`src/pemr_pkg.sv`:
```
// Package for the protection event mask reporter: constants and types.
// Assumes both ends, the checker and the testbench import it.
package pemr_pkg;
   // ****************************************
   // Event codes
   // ****************************************
   localparam logic [5:0] EV_OC_BASE      = 6'h01;
   localparam logic [5:0] EV_EF_BASE      = 6'h09;
   localparam logic [5:0] EV_OUT_BASE     = 6'h11;
   localparam logic [5:0] EV_RESTART      = 6'h32;
   localparam logic [5:0] EV_OVERFLOW     = 6'h33;
   localparam logic [5:0] EV_LINK_BREAK   = 6'h34;
   localparam logic [5:0] EV_NO_RESPONSE  = 6'h35;
   localparam logic [5:0] EV_RESPONDS     = 6'h36;
   // ****************************************
   // Mask reset values
   // ****************************************
   localparam logic [7:0] OC_MASK_RST     = 8'h55;
   localparam logic [7:0] EF_MASK_RST     = 8'h55;
   localparam logic [9:0] OUT_MASK_RST    = 10'h300;
   // ****************************************
   // Data items on channel 0
   // ****************************************
   localparam logic [3:0] CHANNEL_DATA    = 4'h0;
   localparam logic [7:0] ITEM_OC_MASK    = 8'h00;
   localparam logic [7:0] ITEM_EF_MASK    = 8'h01;
   localparam logic [7:0] ITEM_OUT_MASK   = 8'h02;
   localparam logic [7:0] ITEM_INPUTS     = 8'h03;
   localparam logic [7:0] ITEM_STAGES     = 8'h04;
   localparam logic [7:0] ITEM_OUTPUTS    = 8'h05;
   localparam logic [7:0] ITEM_MEMORY     = 8'h06;
   localparam logic [7:0] ITEM_PASSWORD   = 8'h07;
   localparam logic [15:0] PASSWORD_VALUE = 16'h1234; // arbitrary
   // ****************************************
   // Queue and controller registers
   // ****************************************
   localparam int          QUEUE_DEPTH    = 16;
   localparam int          QUEUE_AW       = 4;
   localparam logic [3:0]  CTL_CMD        = 4'h0;
   localparam logic [3:0]  CTL_WDATA      = 4'h1;
   localparam logic [3:0]  CTL_RDATA      = 4'h2;
   localparam logic [3:0]  CTL_EVENT      = 4'h3;
   localparam logic [3:0]  CTL_STATUS     = 4'h4;
   localparam logic [3:0]  CTL_IRQ_CLR    = 4'h5;
   localparam logic [3:0]  CTL_IRQ_EN     = 4'h6;
   localparam logic [3:0]  CTL_LINK      = 4'h7;
   localparam int          IRQ_EVENT      = 0;
   localparam int          IRQ_READ_DONE  = 1;
   localparam int          IRQ_REFUSED    = 2;
   localparam int          IRQ_LINK       = 3;
   typedef enum logic [1:0] {
      HS_IDLE = 2'b00,
      HS_REQ  = 2'b01,
      HS_WAIT = 2'b11
   } pemr_host_state_e;
endpackage : pemr_pkg

```
`src/pemr_link_if.sv`:
```
// Link between the relay module and the communication unit.
// Assumes one clock shared by both ends.
`timescale 1ns/100ps
interface pemr_link_if;
   logic        req;      // Unit request strobe
   logic        wr;       // Request is a write
   logic [3:0]  channel;
   logic [7:0]  item;
   logic [15:0] wdata;
   logic        ack;      // Module answer strobe
   logic        refused;
   logic [15:0] rdata;
   logic        ev_valid; // Event record offered
   logic [5:0]  ev_code;
   logic        ev_take;  // Unit collects event
   modport relay (input req, wr, channel, item, wdata, ev_take,
                  output ack, refused, rdata, ev_valid, ev_code);
   modport unit  (output req, wr, channel, item, wdata, ev_take,
                  input ack, refused, rdata, ev_valid, ev_code);
endinterface : pemr_link_if

```
`src/pemr_relay.sv`:
```
// Relay module end: event masking, event queue and data item access.
// Assumes the communication unit side of pemr_link_if on the same clock.
//
// Decided for this implementation: strobed register access and the register addresses.
`timescale 1ns/100ps
module pemr_relay
   import pemr_pkg::*;
(
   // Clock and reset
   input  wire logic       MCLK_I,
   input  wire logic       RESET_I,
   // Protection stage levels: start/operate for four stages
   input  wire logic [3:0] STAGE_START_I,
   input  wire logic [3:0] STAGE_OPERATE_I,
   // Measured input values
   input  wire logic [15:0] INPUT_VALUE_I,
   // Output signal levels from the relay logic
   input  wire logic [4:0] OUT_SIGNAL_I,
   // Commanded output signal levels
   output logic      [4:0] OUT_FORCE_O,
   // Link
   pemr_link_if.relay      link
);
   // ****************************************
   // Event detection
   // ****************************************
   logic [7:0]  oc_mask_reg, oc_mask_next;
   logic [7:0]  ef_mask_reg, ef_mask_next;
   logic [9:0]  out_mask_reg, out_mask_next;
   logic [3:0]  start_reg, oper_reg;
   logic [4:0]  out_reg;
   logic [7:0]  oc_raw, ef_raw;
   logic [9:0]  out_raw;
   logic [25:0] ev_hit;
   logic        restart_reg, restart_next;
   logic        ovf_pend_reg, ovf_pend_next;

   // Edge events per stage: start, reset-start, operate, reset-operate
   genvar g;
   generate
      for (g = 0; g < 2; g++) begin : g_stage
         assign oc_raw[4*g+0] = STAGE_START_I[g] & ~start_reg[g];
         assign oc_raw[4*g+1] = ~STAGE_START_I[g] & start_reg[g];
         assign oc_raw[4*g+2] = STAGE_OPERATE_I[g] & ~oper_reg[g];
         assign oc_raw[4*g+3] = ~STAGE_OPERATE_I[g] & oper_reg[g];
         assign ef_raw[4*g+0] = STAGE_START_I[g+2] & ~start_reg[g+2];
         assign ef_raw[4*g+1] = ~STAGE_START_I[g+2] & start_reg[g+2];
         assign ef_raw[4*g+2] = STAGE_OPERATE_I[g+2] & ~oper_reg[g+2];
         assign ef_raw[4*g+3] = ~STAGE_OPERATE_I[g+2] & oper_reg[g+2];
      end
      for (g = 0; g < 5; g++) begin : g_out
         assign out_raw[2*g]   = OUT_SIGNAL_I[g] & ~out_reg[g];
         assign out_raw[2*g+1] = ~OUT_SIGNAL_I[g] & out_reg[g];
      end
   endgenerate
   // Masks applied at detection; dropped events never stored
   assign ev_hit = {out_raw & out_mask_reg,
                    ef_raw & ef_mask_reg,
                    oc_raw & oc_mask_reg};

   // ****************************************
   // Event queue
   // ****************************************
   logic [5:0]          queue_mem [QUEUE_DEPTH];
   logic [QUEUE_AW:0]   wr_ptr_reg, wr_ptr_next, rd_ptr_reg, rd_ptr_next;
   logic                push;
   logic [5:0]          push_code;
   logic                full;
   logic                empty;

   assign full  = (wr_ptr_reg[QUEUE_AW] != rd_ptr_reg[QUEUE_AW]) &&
                  (wr_ptr_reg[QUEUE_AW-1:0] == rd_ptr_reg[QUEUE_AW-1:0]);
   assign empty = (wr_ptr_reg == rd_ptr_reg);

   // One record per cycle; lowest code wins, others of the same cycle are lost,
   // accepted since a simultaneous burst is rare. System events go first.
   always_comb begin
      push      = 1'b0;
      push_code = '0;
      if (restart_reg) begin
         push      = 1'b1;
         push_code = EV_RESTART;
      end else if (ovf_pend_reg) begin
         push      = 1'b1;
         push_code = EV_OVERFLOW;
      end else begin
         for (int i = 25; i >= 0; i--) begin
            if (ev_hit[i]) begin
               push      = 1'b1;
               push_code = 6'(i + 1);
            end
         end
      end
   end

   always_comb begin
      restart_next  = 1'b0;
      ovf_pend_next = ovf_pend_reg;
      wr_ptr_next   = wr_ptr_reg;
      rd_ptr_next   = rd_ptr_reg;
      if (link.ev_take && !empty) begin
         rd_ptr_next = rd_ptr_reg + 1'b1;
      end
      if (push && restart_reg) begin
         wr_ptr_next = wr_ptr_reg + 1'b1;
      end else if (push && ovf_pend_reg) begin
         if (!full) begin
            wr_ptr_next   = wr_ptr_reg + 1'b1;
            ovf_pend_next = 1'b0;
         end
      end else if (push) begin
         if (full) begin
            ovf_pend_next = 1'b1;
         end else begin
            wr_ptr_next = wr_ptr_reg + 1'b1;
         end
      end
      if (full && !(link.ev_take && !empty)) begin
         wr_ptr_next = wr_ptr_reg;
      end
   end

   always_ff @(posedge MCLK_I) begin
      if (wr_ptr_next != wr_ptr_reg) begin
         queue_mem[wr_ptr_reg[QUEUE_AW-1:0]] <= push_code;
      end
   end

   // Spontaneous offer whenever queue holds a record
   assign link.ev_valid = !empty;
   assign link.ev_code  = queue_mem[rd_ptr_reg[QUEUE_AW-1:0]];

   // ****************************************
   // Data item access
   // ****************************************
   logic        ack_reg, ack_next;
   logic        ref_reg, ref_next;
   logic [15:0] rdata_reg, rdata_next;
   logic        pw_ok_reg, pw_ok_next;
   logic [4:0]  force_reg, force_next;
   logic [7:0]  memory_reg, memory_next;

   always_comb begin
      ack_next      = 1'b0;
      ref_next      = 1'b0;
      rdata_next    = rdata_reg;
      pw_ok_next    = pw_ok_reg;
      force_next    = force_reg;
      oc_mask_next  = oc_mask_reg;
      ef_mask_next  = ef_mask_reg;
      out_mask_next = out_mask_reg;
      memory_next   = memory_reg | {oper_reg, start_reg};
      if (link.req) begin
         ack_next = 1'b1;
         if (link.channel != CHANNEL_DATA) begin
            ref_next = 1'b1;
         end else if (!link.wr) begin
            unique case (link.item)
               ITEM_OC_MASK:  rdata_next = {8'h00, oc_mask_reg};
               ITEM_EF_MASK:  rdata_next = {8'h00, ef_mask_reg};
               ITEM_OUT_MASK: rdata_next = {6'h00, out_mask_reg};
               ITEM_INPUTS:   rdata_next = INPUT_VALUE_I;
               ITEM_STAGES:   rdata_next = {8'h00, oper_reg, start_reg};
               ITEM_OUTPUTS:  rdata_next = {11'h000, out_reg};
               ITEM_MEMORY:   rdata_next = {8'h00, memory_reg};
               default: begin
                  rdata_next = '0;
                  ref_next   = 1'b1;
               end
            endcase
         end else begin
            unique case (link.item)
               ITEM_OC_MASK:  oc_mask_next  = link.wdata[7:0];
               ITEM_EF_MASK:  ef_mask_next  = link.wdata[7:0];
               ITEM_OUT_MASK: out_mask_next = link.wdata[9:0];
               ITEM_PASSWORD: pw_ok_next = (link.wdata == PASSWORD_VALUE);
               ITEM_OUTPUTS: begin
                  if (pw_ok_reg) begin
                     force_next = link.wdata[4:0];
                  end else begin
                     ref_next = 1'b1;
                  end
               end
               ITEM_MEMORY: begin
                  if (pw_ok_reg) begin
                     memory_next = '0;
                  end else begin
                     ref_next = 1'b1;
                  end
               end
               default: ref_next = 1'b1;
            endcase
         end
      end
   end

   assign link.ack     = ack_reg;
   assign link.refused = ref_reg;
   assign link.rdata   = rdata_reg;
   assign OUT_FORCE_O  = force_reg;

   always_ff @(posedge MCLK_I) begin
      if (RESET_I) begin
         oc_mask_reg  <= OC_MASK_RST;
         ef_mask_reg  <= EF_MASK_RST;
         out_mask_reg <= OUT_MASK_RST;
         start_reg    <= '0;
         oper_reg     <= '0;
         out_reg      <= '0;
         restart_reg  <= 1'b1;
         ovf_pend_reg <= 1'b0;
         wr_ptr_reg   <= '0;
         rd_ptr_reg   <= '0;
         ack_reg      <= 1'b0;
         ref_reg      <= 1'b0;
         rdata_reg    <= '0;
         pw_ok_reg    <= 1'b0;
         force_reg    <= '0;
         memory_reg   <= '0;
      end else begin
         oc_mask_reg  <= oc_mask_next;
         ef_mask_reg  <= ef_mask_next;
         out_mask_reg <= out_mask_next;
         start_reg    <= STAGE_START_I;
         oper_reg     <= STAGE_OPERATE_I;
         out_reg      <= OUT_SIGNAL_I;
         restart_reg  <= restart_next;
         ovf_pend_reg <= ovf_pend_next;
         wr_ptr_reg   <= wr_ptr_next;
         rd_ptr_reg   <= rd_ptr_next;
         ack_reg      <= ack_next;
         ref_reg      <= ref_next;
         rdata_reg    <= rdata_next;
         pw_ok_reg    <= pw_ok_next;
         force_reg    <= force_next;
         memory_reg   <= memory_next;
      end
   end
endmodule : pemr_relay

```
`src/flat_wrapper.sv`:
```
// flat-port wrapper written by rule: the top's interface ports become plain ports
module pemr_relay_flat import pemr_pkg::*;
  (MCLK_I, RESET_I, STAGE_START_I, STAGE_OPERATE_I, INPUT_VALUE_I, OUT_SIGNAL_I, OUT_FORCE_O, link_req, link_wr, link_channel, link_item, link_wdata, link_ev_take, link_ack, link_refused, link_rdata, link_ev_valid, link_ev_code);
  pemr_link_if link_i ();
  input  wire logic MCLK_I;
  input  wire logic RESET_I;
  input  wire logic [3:0] STAGE_START_I;
  input  wire logic [3:0] STAGE_OPERATE_I;
  input  wire logic [15:0] INPUT_VALUE_I;
  input  wire logic [4:0] OUT_SIGNAL_I;
  output logic      [4:0] OUT_FORCE_O;
  input wire logic [$bits(link_i.req)-1:0] link_req;
  input wire logic [$bits(link_i.wr)-1:0] link_wr;
  input wire logic [$bits(link_i.channel)-1:0] link_channel;
  input wire logic [$bits(link_i.item)-1:0] link_item;
  input wire logic [$bits(link_i.wdata)-1:0] link_wdata;
  input wire logic [$bits(link_i.ev_take)-1:0] link_ev_take;
  output wire logic [$bits(link_i.ack)-1:0] link_ack;
  output wire logic [$bits(link_i.refused)-1:0] link_refused;
  output wire logic [$bits(link_i.rdata)-1:0] link_rdata;
  output wire logic [$bits(link_i.ev_valid)-1:0] link_ev_valid;
  output wire logic [$bits(link_i.ev_code)-1:0] link_ev_code;
  assign link_i.req = link_req;
  assign link_i.wr = link_wr;
  assign link_i.channel = link_channel;
  assign link_i.item = link_item;
  assign link_i.wdata = link_wdata;
  assign link_i.ev_take = link_ev_take;
  assign link_ack = link_i.ack;
  assign link_refused = link_i.refused;
  assign link_rdata = link_i.rdata;
  assign link_ev_valid = link_i.ev_valid;
  assign link_ev_code = link_i.ev_code;
  pemr_relay u_core (.MCLK_I(MCLK_I), .RESET_I(RESET_I), .STAGE_START_I(STAGE_START_I), .STAGE_OPERATE_I(STAGE_OPERATE_I), .INPUT_VALUE_I(INPUT_VALUE_I), .OUT_SIGNAL_I(OUT_SIGNAL_I), .OUT_FORCE_O(OUT_FORCE_O), .link(link_i));
endmodule
```
`config.mk`:
```
export PLATFORM = sky130hd
export DESIGN_NAME = pemr_relay_flat
export DESIGN_NICKNAME = d
export VERILOG_FILES = /design/src/pemr_pkg.sv /design/src/pemr_link_if.sv /design/src/pemr_relay.sv /design/src/flat_wrapper.sv
export SDC_FILE = /design/constraint.sdc
export NUM_CORES = 1
export LEC_CHECK = 0
export BUFFER_PORTS_ARGS = -buffer_cell sky130_fd_sc_hd__buf_2
export CAP_MARGIN = 20
export CORE_ASPECT_RATIO = 1.2
export CORE_UTILIZATION = 45
export DETAILED_ROUTE_END_ITERATION = 7
export GPL_ROUTABILITY_DRIVEN = 0
export PLACE_DENSITY = 0.71
export SYNTH_ARGS = -nofsm -noshare
export SYNTH_HDL_FRONTEND = slang
export SYNTH_SLANG_ARGS = --single-unit
```
`constraint.sdc`:
```
create_clock -name MCLK_I -period 3.2 [get_ports MCLK_I]
set_clock_uncertainty 0.1 [all_clocks]
set_input_delay 0.16 -clock MCLK_I [delete_from_list [all_inputs] [get_ports MCLK_I]]
set_output_delay 0.16 -clock MCLK_I [all_outputs]
set_load 0.01 [all_outputs]
```
# Word level (Yosys, flattened, before mapping)
# Memories as Yosys holds them, arrays and structs flattened. A register that Yosys moved wholly into a read port is not among the register bits.
# Cells that the tools add are included.
[totals] wordCells=196 ram_bits=96 latchBits=0 register_bits=83 romBits=0 n_memories=1 output_inout_bits=30
[mem_list] name="u_core.queue_mem" depth=16 word_bits=6 read_ports=1 rd_ports_with_merged_regs=1 write_ports=1 line="pemr_relay.sv:64" text="logic [5:0] queue_mem [QUEUE_DEPTH];"
[op_classes] add_sub_neg=2 shifts=0 n_eq_ne=13 n_bitwise=60 muxes=82 n_reduce_logical=22 n_div=0 n_lt_le_gt_ge=0 mul=0
[op_table] operator="5-bit 2-to-1 mux" count=31
[op_table] operator="16-bit case mux with 7 select lines" count=1
[op_table] operator="1-bit 2-to-1 mux" count=40
[op_table] operator="8-bit 2-to-1 mux" count=5
[op_table] operator="8-bit by 3-bit == test with 1-bit output (second input constant)" count=4
[op_table] operator="1-bit inverter" count=30
[op_table] operator="1-bit bitwise AND" count=26
[op_table] operator="4-bit AND reduction" count=5
[op_table] operator="8-bit bitwise AND" count=2
[op_table] operator="16-bit by 13-bit == test with 1-bit output (second input constant)" count=1
[op_table] operator="8-bit by 2-bit == test with 1-bit output (second input constant)" count=2
[op_table] operator="6-bit 2-to-1 mux" count=2
[op_table] operator="5-bit by 1-bit adder with 5-bit output (second input constant)" count=2
[op_table] operator="10-bit bitwise AND" count=1
[op_table] operator="8-bit by 1-bit == test with 1-bit output (second input constant)" count=1
[op_table] operator="8-bit zero test" count=1
[op_table] operator="4-bit 2-to-1 mux" count=2
[op_table] operator="8-bit OR" count=1
[op_table] operator="7-bit OR reduction" count=1
[op_table] operator="5-bit == test" count=1
[op_table] operator="1-bit logical AND" count=5
[op_table] operator="5-bit inequality test" count=1
[op_table] operator="5-bit AND reduction" count=1
[op_table] operator="4-bit == test" count=1
[op_table] operator="other kinds (9)" count=12

# Depth between registers and ports, before layout
# Gate-level depths: netlist (run 1).
[logic_depth] depth_word=38 mapped_depth=8 mapped_depth_nobuf=6

# Worst setup path before layout (run 1)
# No wires, ideal clock.
[synth_path] path_type="reg-to-reg" startpoint="reg u_core.out_reg[3]" endpoint="mem u_core.queue_mem[0][0] (data pin)" synth_period_minus_slack_ns=2.291 setup_time_ns=0.340 path_slack_ns=0.909 path_buffers=0 path_stages_with_launch=7 arrival_time_ns=1.851 cell_sequence="dfxtp_1 -> nand3b_1 -> a221oi_1 -> o211ai_1 -> a31oi_1 -> o21ai_0 -> a211oi_1"
[synth_between] elab_chain_len=28 word_cells_on_any_way=30
[synth_rtl] item="start: declaration" line="pemr_relay.sv:31" text="logic [4:0] out_reg;"
[synth_rtl] item="start signal: assignment" line="pemr_relay.sv:209" text="out_reg <= '0;"
[synth_rtl] item="start signal: assignment" line="pemr_relay.sv:226" text="out_reg <= OUT_SIGNAL_I;"
[synth_rtl] item="1-bit bitwise AND or 1-bit inverter (tied branches)" line="pemr_relay.sv:53, pemr_relay.sv:52"
[synth_rtl] item="10-bit bitwise AND *" line="pemr_relay.sv:57" text="assign ev_hit = {out_raw & out_mask_reg,"
[synth_rtl] item="5-bit 2-to-1 mux or 10-bit bitwise AND (tied branches)" line="pemr_relay.sv:88, pemr_relay.sv:57"
[synth_rtl] item="5-bit 2-to-1 mux * (23 in series)" line="pemr_relay.sv:88" text="if (ev_hit[i]) begin"
[synth_rtl] item="6-bit 2-to-1 mux *" line="pemr_relay.sv:83" text="end else if (ovf_pend_reg) begin"
[synth_rtl] item="6-bit 2-to-1 mux *" line="pemr_relay.sv:80" text="if (restart_reg) begin"
[synth_rtl] item="named net u_core.push_code[0]" line="pemr_relay.sv:67" text="logic [5:0] push_code;"
[synth_rtl] item="end: declaration" line="pemr_relay.sv:64"
# Mark *: on every way through the listed nets, which the timed path passes. The rest lies on a longest branch.

==> flow_summary.ini, run 1 <==
[worst_setup_path]
crit_top_cell = mux4_2
startpoint_type = flip-flop
worst_ep_required_time_ns = 2.94
crit_chain = buf_4 > mux4_2 > mux4_2 > buf_2
path_buf_inv = 2
cp_max_fo = 24
slowest_delay_ns = 0.62
worstPathArrival_ns = 2.43
cpMaxStageDelayCell = mux4_2
crit_family = multiplexers
endpoint_kind = output pin
crit_type = reg -> out

[timing]
maxSlewHeadroom_pct = 39.3
setup_viol = 0
tns_ns = 0
slew_violations = 0
rsz0062_at_grt = no
fin_ws_ns = 0.512
min_period_over_period_pct = 84.0
fin_crit_ns = 2.69
fmax_ghz = 0.372
worstMarginPinSlew_ns = 0.903
final_hold_viol_count = 0

[global_routing]
track_usage_pct = 23.5
antenna_found_initial = 0
grt_pass1_wl_mm = 31.6
grt_pass1_vias = 5827
globalRoute.totalOverflow = 0
grt_max_degree = 46

[floorplan]
initial_utilization_pct = 45.9
die-area_sq_um = 18400
fp.coreArea_sq_um = 17500
pin_count = 92
die_y_microns = 148
die_w_microns = 124
row_count = 53

[synthesis]
synth_edf_count = 96
netlist_instances = 639
yosys.area.top_type = edfxtp_1
synth_top_flop_cell = edfxtp_1
synth-async-reset-ratio_pct = 0
synthesis.area_sq_um = 8030
yosys_warnings = 0
synth_top_area_share_pct = 35.9
syn-num-nets = 706
synth_cell_types = 70
syn_avg_cell_area_sq_um = 12.6
ys_seq_elements = 183
synth_area_leaders = edfxtp_1, dfxtp_1, mux4_2
seq_area_frac_synth_pct = 57.6

[final_layout]
num-nets-final = 831
finalInstanceArea_sq_um = 9640
synthToLayoutAreaGrowth_pct = 20.0
largest_reg_flops = 96
drive_gt1_share_pct = 24.2
num_antenna_cells = 0
layout.cells.non_filler = 997
nFillCells = 1457

[cts]
cts_hold_buffers = 36
ctsResizeCount = 0
cts_buffer_depth = 2
cts_root_buf = clkbuf_16
clkLatencyLatePin_ns = 0.44
numClockSinks = 183
h-tree-depth = 4
postCtsSetupBuffers = 0
clkTransAtPathRegs_ns = 0.07
cts_tree = done
numCtsBuffers = 17

[detailed_routing]
dr_total_vias = 5790
dr.pass1.iters = 5
drt_iter0_drc = 432
wirelength_mm = 20.4
viasPerCell = 5.81
ant_nets = 0
drc = 0
wire_per_inst_microns = 20.4

[job]
maxCapViolations = 0

[placement]
io_buffers = 91
placed_area_sq_um = 8680
placed_cells_incl_taps = 929
dpl_worst_slack_ns = 0.701
dp_hpwl_mm = 14.1

[run_status]
outcome = complete, no violations

[power]
irDropWorstVdd_uv = 384
power_density_nw_per_um2 = 555
p_leak_uw = 0.00362

[worst_hold_path]
hold_class = in -> reg
-- synth_stat cells, drive strengths merged, types with 3 or more instances --
| cell | number |
|---|---|
| a22oi | 10 |
| nand2 | 57 |
| mux4 | 32 |
| clkbuf | 12 |
| and3 | 12 |
| xor2 | 8 |
| a21oi | 22 |
| o31ai | 3 |
| a31oi | 5 |
| a22o | 5 |
| nor4 | 7 |
| nand2b | 3 |
| o221ai | 3 |
| nand3 | 4 |
| and2 | 6 |
| a211oi | 3 |
| a221oi | 4 |
| edfxtp | 96 |
| nor3 | 4 |
| nand3b | 26 |
| mux2 | 6 |
| ha | 5 |
| a211o | 8 |
| buf | 19 |
| mux2i | 24 |
| or3 | 3 |
| dfxtp | 87 |
| nand4 | 3 |
| o21ai | 18 |
| nor2b | 30 |
| nor2 | 74 |
| nor4b | 4 |
| inv | 9 |
| xnor2 | 3 |
-- per-layer routing --
layer  wire length, microns  vias to the layer above  GRT usage, %
met5                      0                        -             0
met4                    735                        0          10.7
met3                   1060                       50          4.75
met2                  10700                      252          41.1
met1                   7890                     2840          27.3
li1                       -                     2648             -
-- cells by family (layout without fill, tap and decap cells) --
| group | after synthesis | in the layout | synth area share [%] |
|---|---|---|---|
| compound gates | 96 | 96 | 8.29 |
| xor+xnor | 11 | 11 | 1.20 |
| fa+ha+maj | 5 | 5 | 0.779 |
| buf+inv | 40 | 178 | 2.40 |
| flops | 183 | 183 | 57.6 |
| mux | 62 | 62 | 12.9 |
| simple gates | 242 | 242 | 16.8 |
-- power by group --
part / leakage, uW / internal, uW / switching (uW)
clock: 0.000288 / 1050 / 1020
sequential: 0.00159 / 2530 / 41.1
combinational: 0.00174 / 337 / 361
total: 0.00362 / 3930 / 1420
-- layout by cell type, fill, tap and decap left out, drive strengths merged, types with 22 or more instances in the layout --
cell           n
mux2i         24
nor2b         30
buf          101
dlygate4sd3   36
dfxtp         87
nand3b        26
nand2         57
nor2          74
mux4          32
edfxtp        96
a21oi         22
-- worst register-to-register path: stages, from the launching register on --
cell and delay (ns):
dfxtp_1 0.44, xor2_1 0.27, nor4_4 0.10, nand2_1 0.20, a21oi_4 0.07, nor2_2 0.46
and3_1 0.46
-- path summary, 6_finish.rpt --
| check | from | endpoint | slack [ns] | depth (start not counted) |
|---|---|---|---|---|
| min | link_wdata[10] | u_core.pw_ok_reg$_SDFFE_PP0P_ | 0.01 | 5 |
| max reg2reg | u_core.wr_ptr_reg[1]$_SDFF_PP0_ | u_core.queue_mem[4][2]$_DFFE_PP_ | 0.78 | 6 |
| max | flip-flop | link_ev_code[0] | 0.51 | 4 |
| min reg2reg | u_core.link.rdata[4]$_SDFFE_PP0P_ | u_core.link.rdata[4]$_SDFFE_PP0P_ | 0.35 | 2 |
-- area by class of cell --
type,count,area (sq um),area share (%)
multi-input combinational,416,3220,33.4
timing repair buffer,137,891,9.24
inverter,9,33.8,0.351
sequential,183,4620,48.0
tap,220,275,2.86
clock inverter,15,173,1.79
clock buffer,17,425,4.41
-- through the flow --
step,power (uW),hold slack (ns),util [%]
final,5350,0.0121,55.1
after detailed placement,3290,0.298,49.6
after CTS,5390,0.00595,55.1
after global routing,5540,0.0200,55.1
after floorplan,3070,0.0877,-
after global placement,3280,0.296,49.6
Note: power is estimated with default switching activity, not from simulation.
==> run 2: changes to the inputs <==
--- a/config.mk
+++ b/config.mk
@@ -11,7 +11,7 @@
 export CORE_UTILIZATION = 45
 export DETAILED_ROUTE_END_ITERATION = 7
 export GPL_ROUTABILITY_DRIVEN = 0
-export PLACE_DENSITY = 0.71
+export PLACE_DENSITY = 0.74
 export SYNTH_ARGS = -nofsm -noshare
 export SYNTH_HDL_FRONTEND = slang
 export SYNTH_SLANG_ARGS = --single-unit
==> constraint.sdc (replaced) <==
create_clock -name MCLK_I -period 2.2 [get_ports MCLK_I]
set_clock_uncertainty 0.1 [all_clocks]
set_input_delay 0.11 -clock MCLK_I [delete_from_list [all_inputs] [get_ports MCLK_I]]
set_output_delay 0.11 -clock MCLK_I [all_outputs]
set_load 0.01 [all_outputs]
==> run 2 against run 1 <==
The flow now finishes with violations (negative setup slack). Global-route usage grew 0.72 points. Routed wire length increased by 5.2%. Critical path depth did not move. Register-to-register slack got worse by 0.72 ns. Cell count grew 7.4%. Die area is the same. Core utilization grew 4.7 points. First-iteration DRC count shrank 3.2%. Power up 51%. Worst hold slack lost 0.0034 ns. Design area grew 8.5%. Non-clock buffer count up 74.
==> flow_summary.ini, run 2 (same netlist as run 1, synthesis figures left out) <==
[detailed_routing]
dr.pass1.iters = 5
dr_total_vias = 6099
viasPerCell = 5.69
drt_iter0_drc = 418
ant_nets = 0
drc = 0
wirelength_mm = 21.4
wire_per_inst_microns = 20.0

[floorplan]
fp.coreArea_sq_um = 17500
pin_count = 92
die_y_microns = 148
row_count = 53
initial_utilization_pct = 45.9
die-area_sq_um = 18400
die_w_microns = 124

[worst_hold_path]
hold_class = in -> reg
worstHoldPathCells = 3
hold_start = STAGE_OPERATE_I[3]
hold_end = u_core.oper_reg[3]$_SDFF_PP0_

[placement]
placed_cells_incl_taps = 992
dp_hpwl_mm = 14.7
placed_area_sq_um = 9240
dpl_worst_slack_ns = -0.107
io_buffers = 91

[worst_setup_path]
r2r-end = u_core.queue_mem[14][0]$_DFFE_PP_
rr_startpoint = u_core.out_reg[3]$_SDFF_PP0_
cp_max_fo = 6
startpoint_type = flip-flop
r2r_cells = 7
worst_ep_required_time_ns = 1.99
worstPathArrival_ns = 2.21
crit_type = reg -> out
reg2reg_slack_ns = 0.06
endpoint_kind = output pin

[power]
irDropWorstVdd_uv = 584
swShare_pct = 25.8
power_density_nw_per_um2 = 771
p_leak_uw = 0.00407
internal-power_uw = 5980
pwr-share-seq_pct = 46.5
combPwrFrac_pct = 15.5
p_switching_uw = 2080
clkPwrFrac_pct = 38.0

[final_layout]
largest_reg_flops = 96
num_antenna_cells = 0
synthToLayoutAreaGrowth_pct = 30.2
final_cell_mix = edfxtp_1, buf_2, dfxtp_1, nor2_1, buf_4
final_core_util_pct = 59.7
layout.cells.non_filler = 1071
num-nets-final = 905
finalInstanceArea_sq_um = 10500
final_common_cell = edfxtp_1
drive_gt1_share_pct = 33.4

[timing]
rsz0062_at_grt = yes
worstMarginPinSlew_ns = 0.709
fmax_ghz = 0.414
final_hold_viol_count = 0
min_period_over_period_pct = 110
hold_ws_ns = 0.00876
maxSlewHeadroom_pct = 52.6
slew_violations = 0
fin_ws_ns = -0.216
fin_crit_ns = 2.42
setup_viol = 6

[global_routing]
track_usage_pct = 24.2
grt_max_degree = 30
grt_pass1_vias = 6191
grt_pass1_wl_mm = 32.7
globalRoute.totalOverflow = 0
antenna_found_initial = 0

[run_status]
violations = negative setup slack
outcome = complete, but fails checks

[job]
maxCapViolations = 0

[cts]
clkLatencyLatePin_ns = 0.44
numCtsBuffers = 17
clkTransAtPathRegs_ns = 0.08
h-tree-depth = 4
cts_tree = done
cts_buffer_depth = 2
numClockSinks = 183
cts_root_buf = clkbuf_16
## run 2: cell types whose count changed in the layout (fill, tap and decap cells not counted), moves of 3 or more
cell / change
and2_1: -3
and3_1: -6
and3_2: +6
buf_12: +6
buf_2: -5
buf_4: +59
buf_6: +6
dfxtp_1: -7
dfxtp_2: +6
dlygate4sd3_1: +5
nand2_1: -4
nand2_2: +4
## run 2: worst max-delay path by stage
stage	start	endpoint	slack (ns)	depth (start not counted)
after global placement	u_core.oc_mask_reg[4]$_SDFFE_PP1P_	u_core.queue_mem[4][0]$_DFFE_PP_	-0.08	6
after global routing	flip-flop	link_ev_code[5]	-0.28	4
after CTS	flip-flop	link_ev_code[2]	-0.23	4
after floorplan	u_core.out_reg[3]$_SDFF_PP0_	u_core.queue_mem[0][0]$_DFFE_PP_	-0.09	6
final	flip-flop	link_ev_code[0]	-0.22	4
after detailed placement	u_core.oper_reg[0]$_SDFF_PP0_	u_core.queue_mem[1][0]$_DFFE_PP_	-0.11	6
## run 2: critical path, cell delays in order (launching register included)
cell     delay (ns)
dfxtp_4        0.43
buf_12         0.15
mux4_2         0.55
mux4_2         0.50
buf_6          0.14
## run 2: repair_timing
action,4_1_cts,5_1_grt
cloned,1,1
endpoints found under the hold margin,59,0
pin swaps,2,10
resized for setup,8,30
setup endpoints to repair,96,112
setup buffers,1,3
hold buffers,42,0
## run 2: power by group through the flow
stage | Combinational, uW | Sequential [uW] | Clock, uW
after global placement | 1070 | 3810 | 0
after global routing | 1340 | 3760 | 3240
after floorplan | 669 | 3800 | 0
after CTS | 1170 | 3750 | 3100
final | 1250 | 3750 | 3060
after detailed placement | 1080 | 3810 | 0
## run 2: metrics by stage
step	setup TNS [ns]	power (uW)
after floorplan	-1.45	4470
after global placement	-3.87	4880
after detailed placement	-5.16	4890
after CTS	-1.31	8020
after global routing	-2.25	8350
final	-1.20	8070
## run 2: per-layer routing
layer | vias to the layer above | GRT usage, % | part of all wire [%]
li1 | 2790 | - | -
met1 | 2994 | 26.9 | 39
met2 | 247 | 43.5 | 52
met3 | 68 | 4.98 | 5.3
met4 | 0 | 11.1 | 4.3
met5 | - | 0 | 0
## run 2: cell type report
cell class | count | area (sq um)
fillers | 1375 | 7050
multi-input cells | 416 | 3300
inverters | 9 | 33.8
flip-flops and latches | 183 | 4640
repair buffers | 211 | 1610
well taps | 220 | 275
clock buffers | 17 | 425
clock inverters | 15 | 183
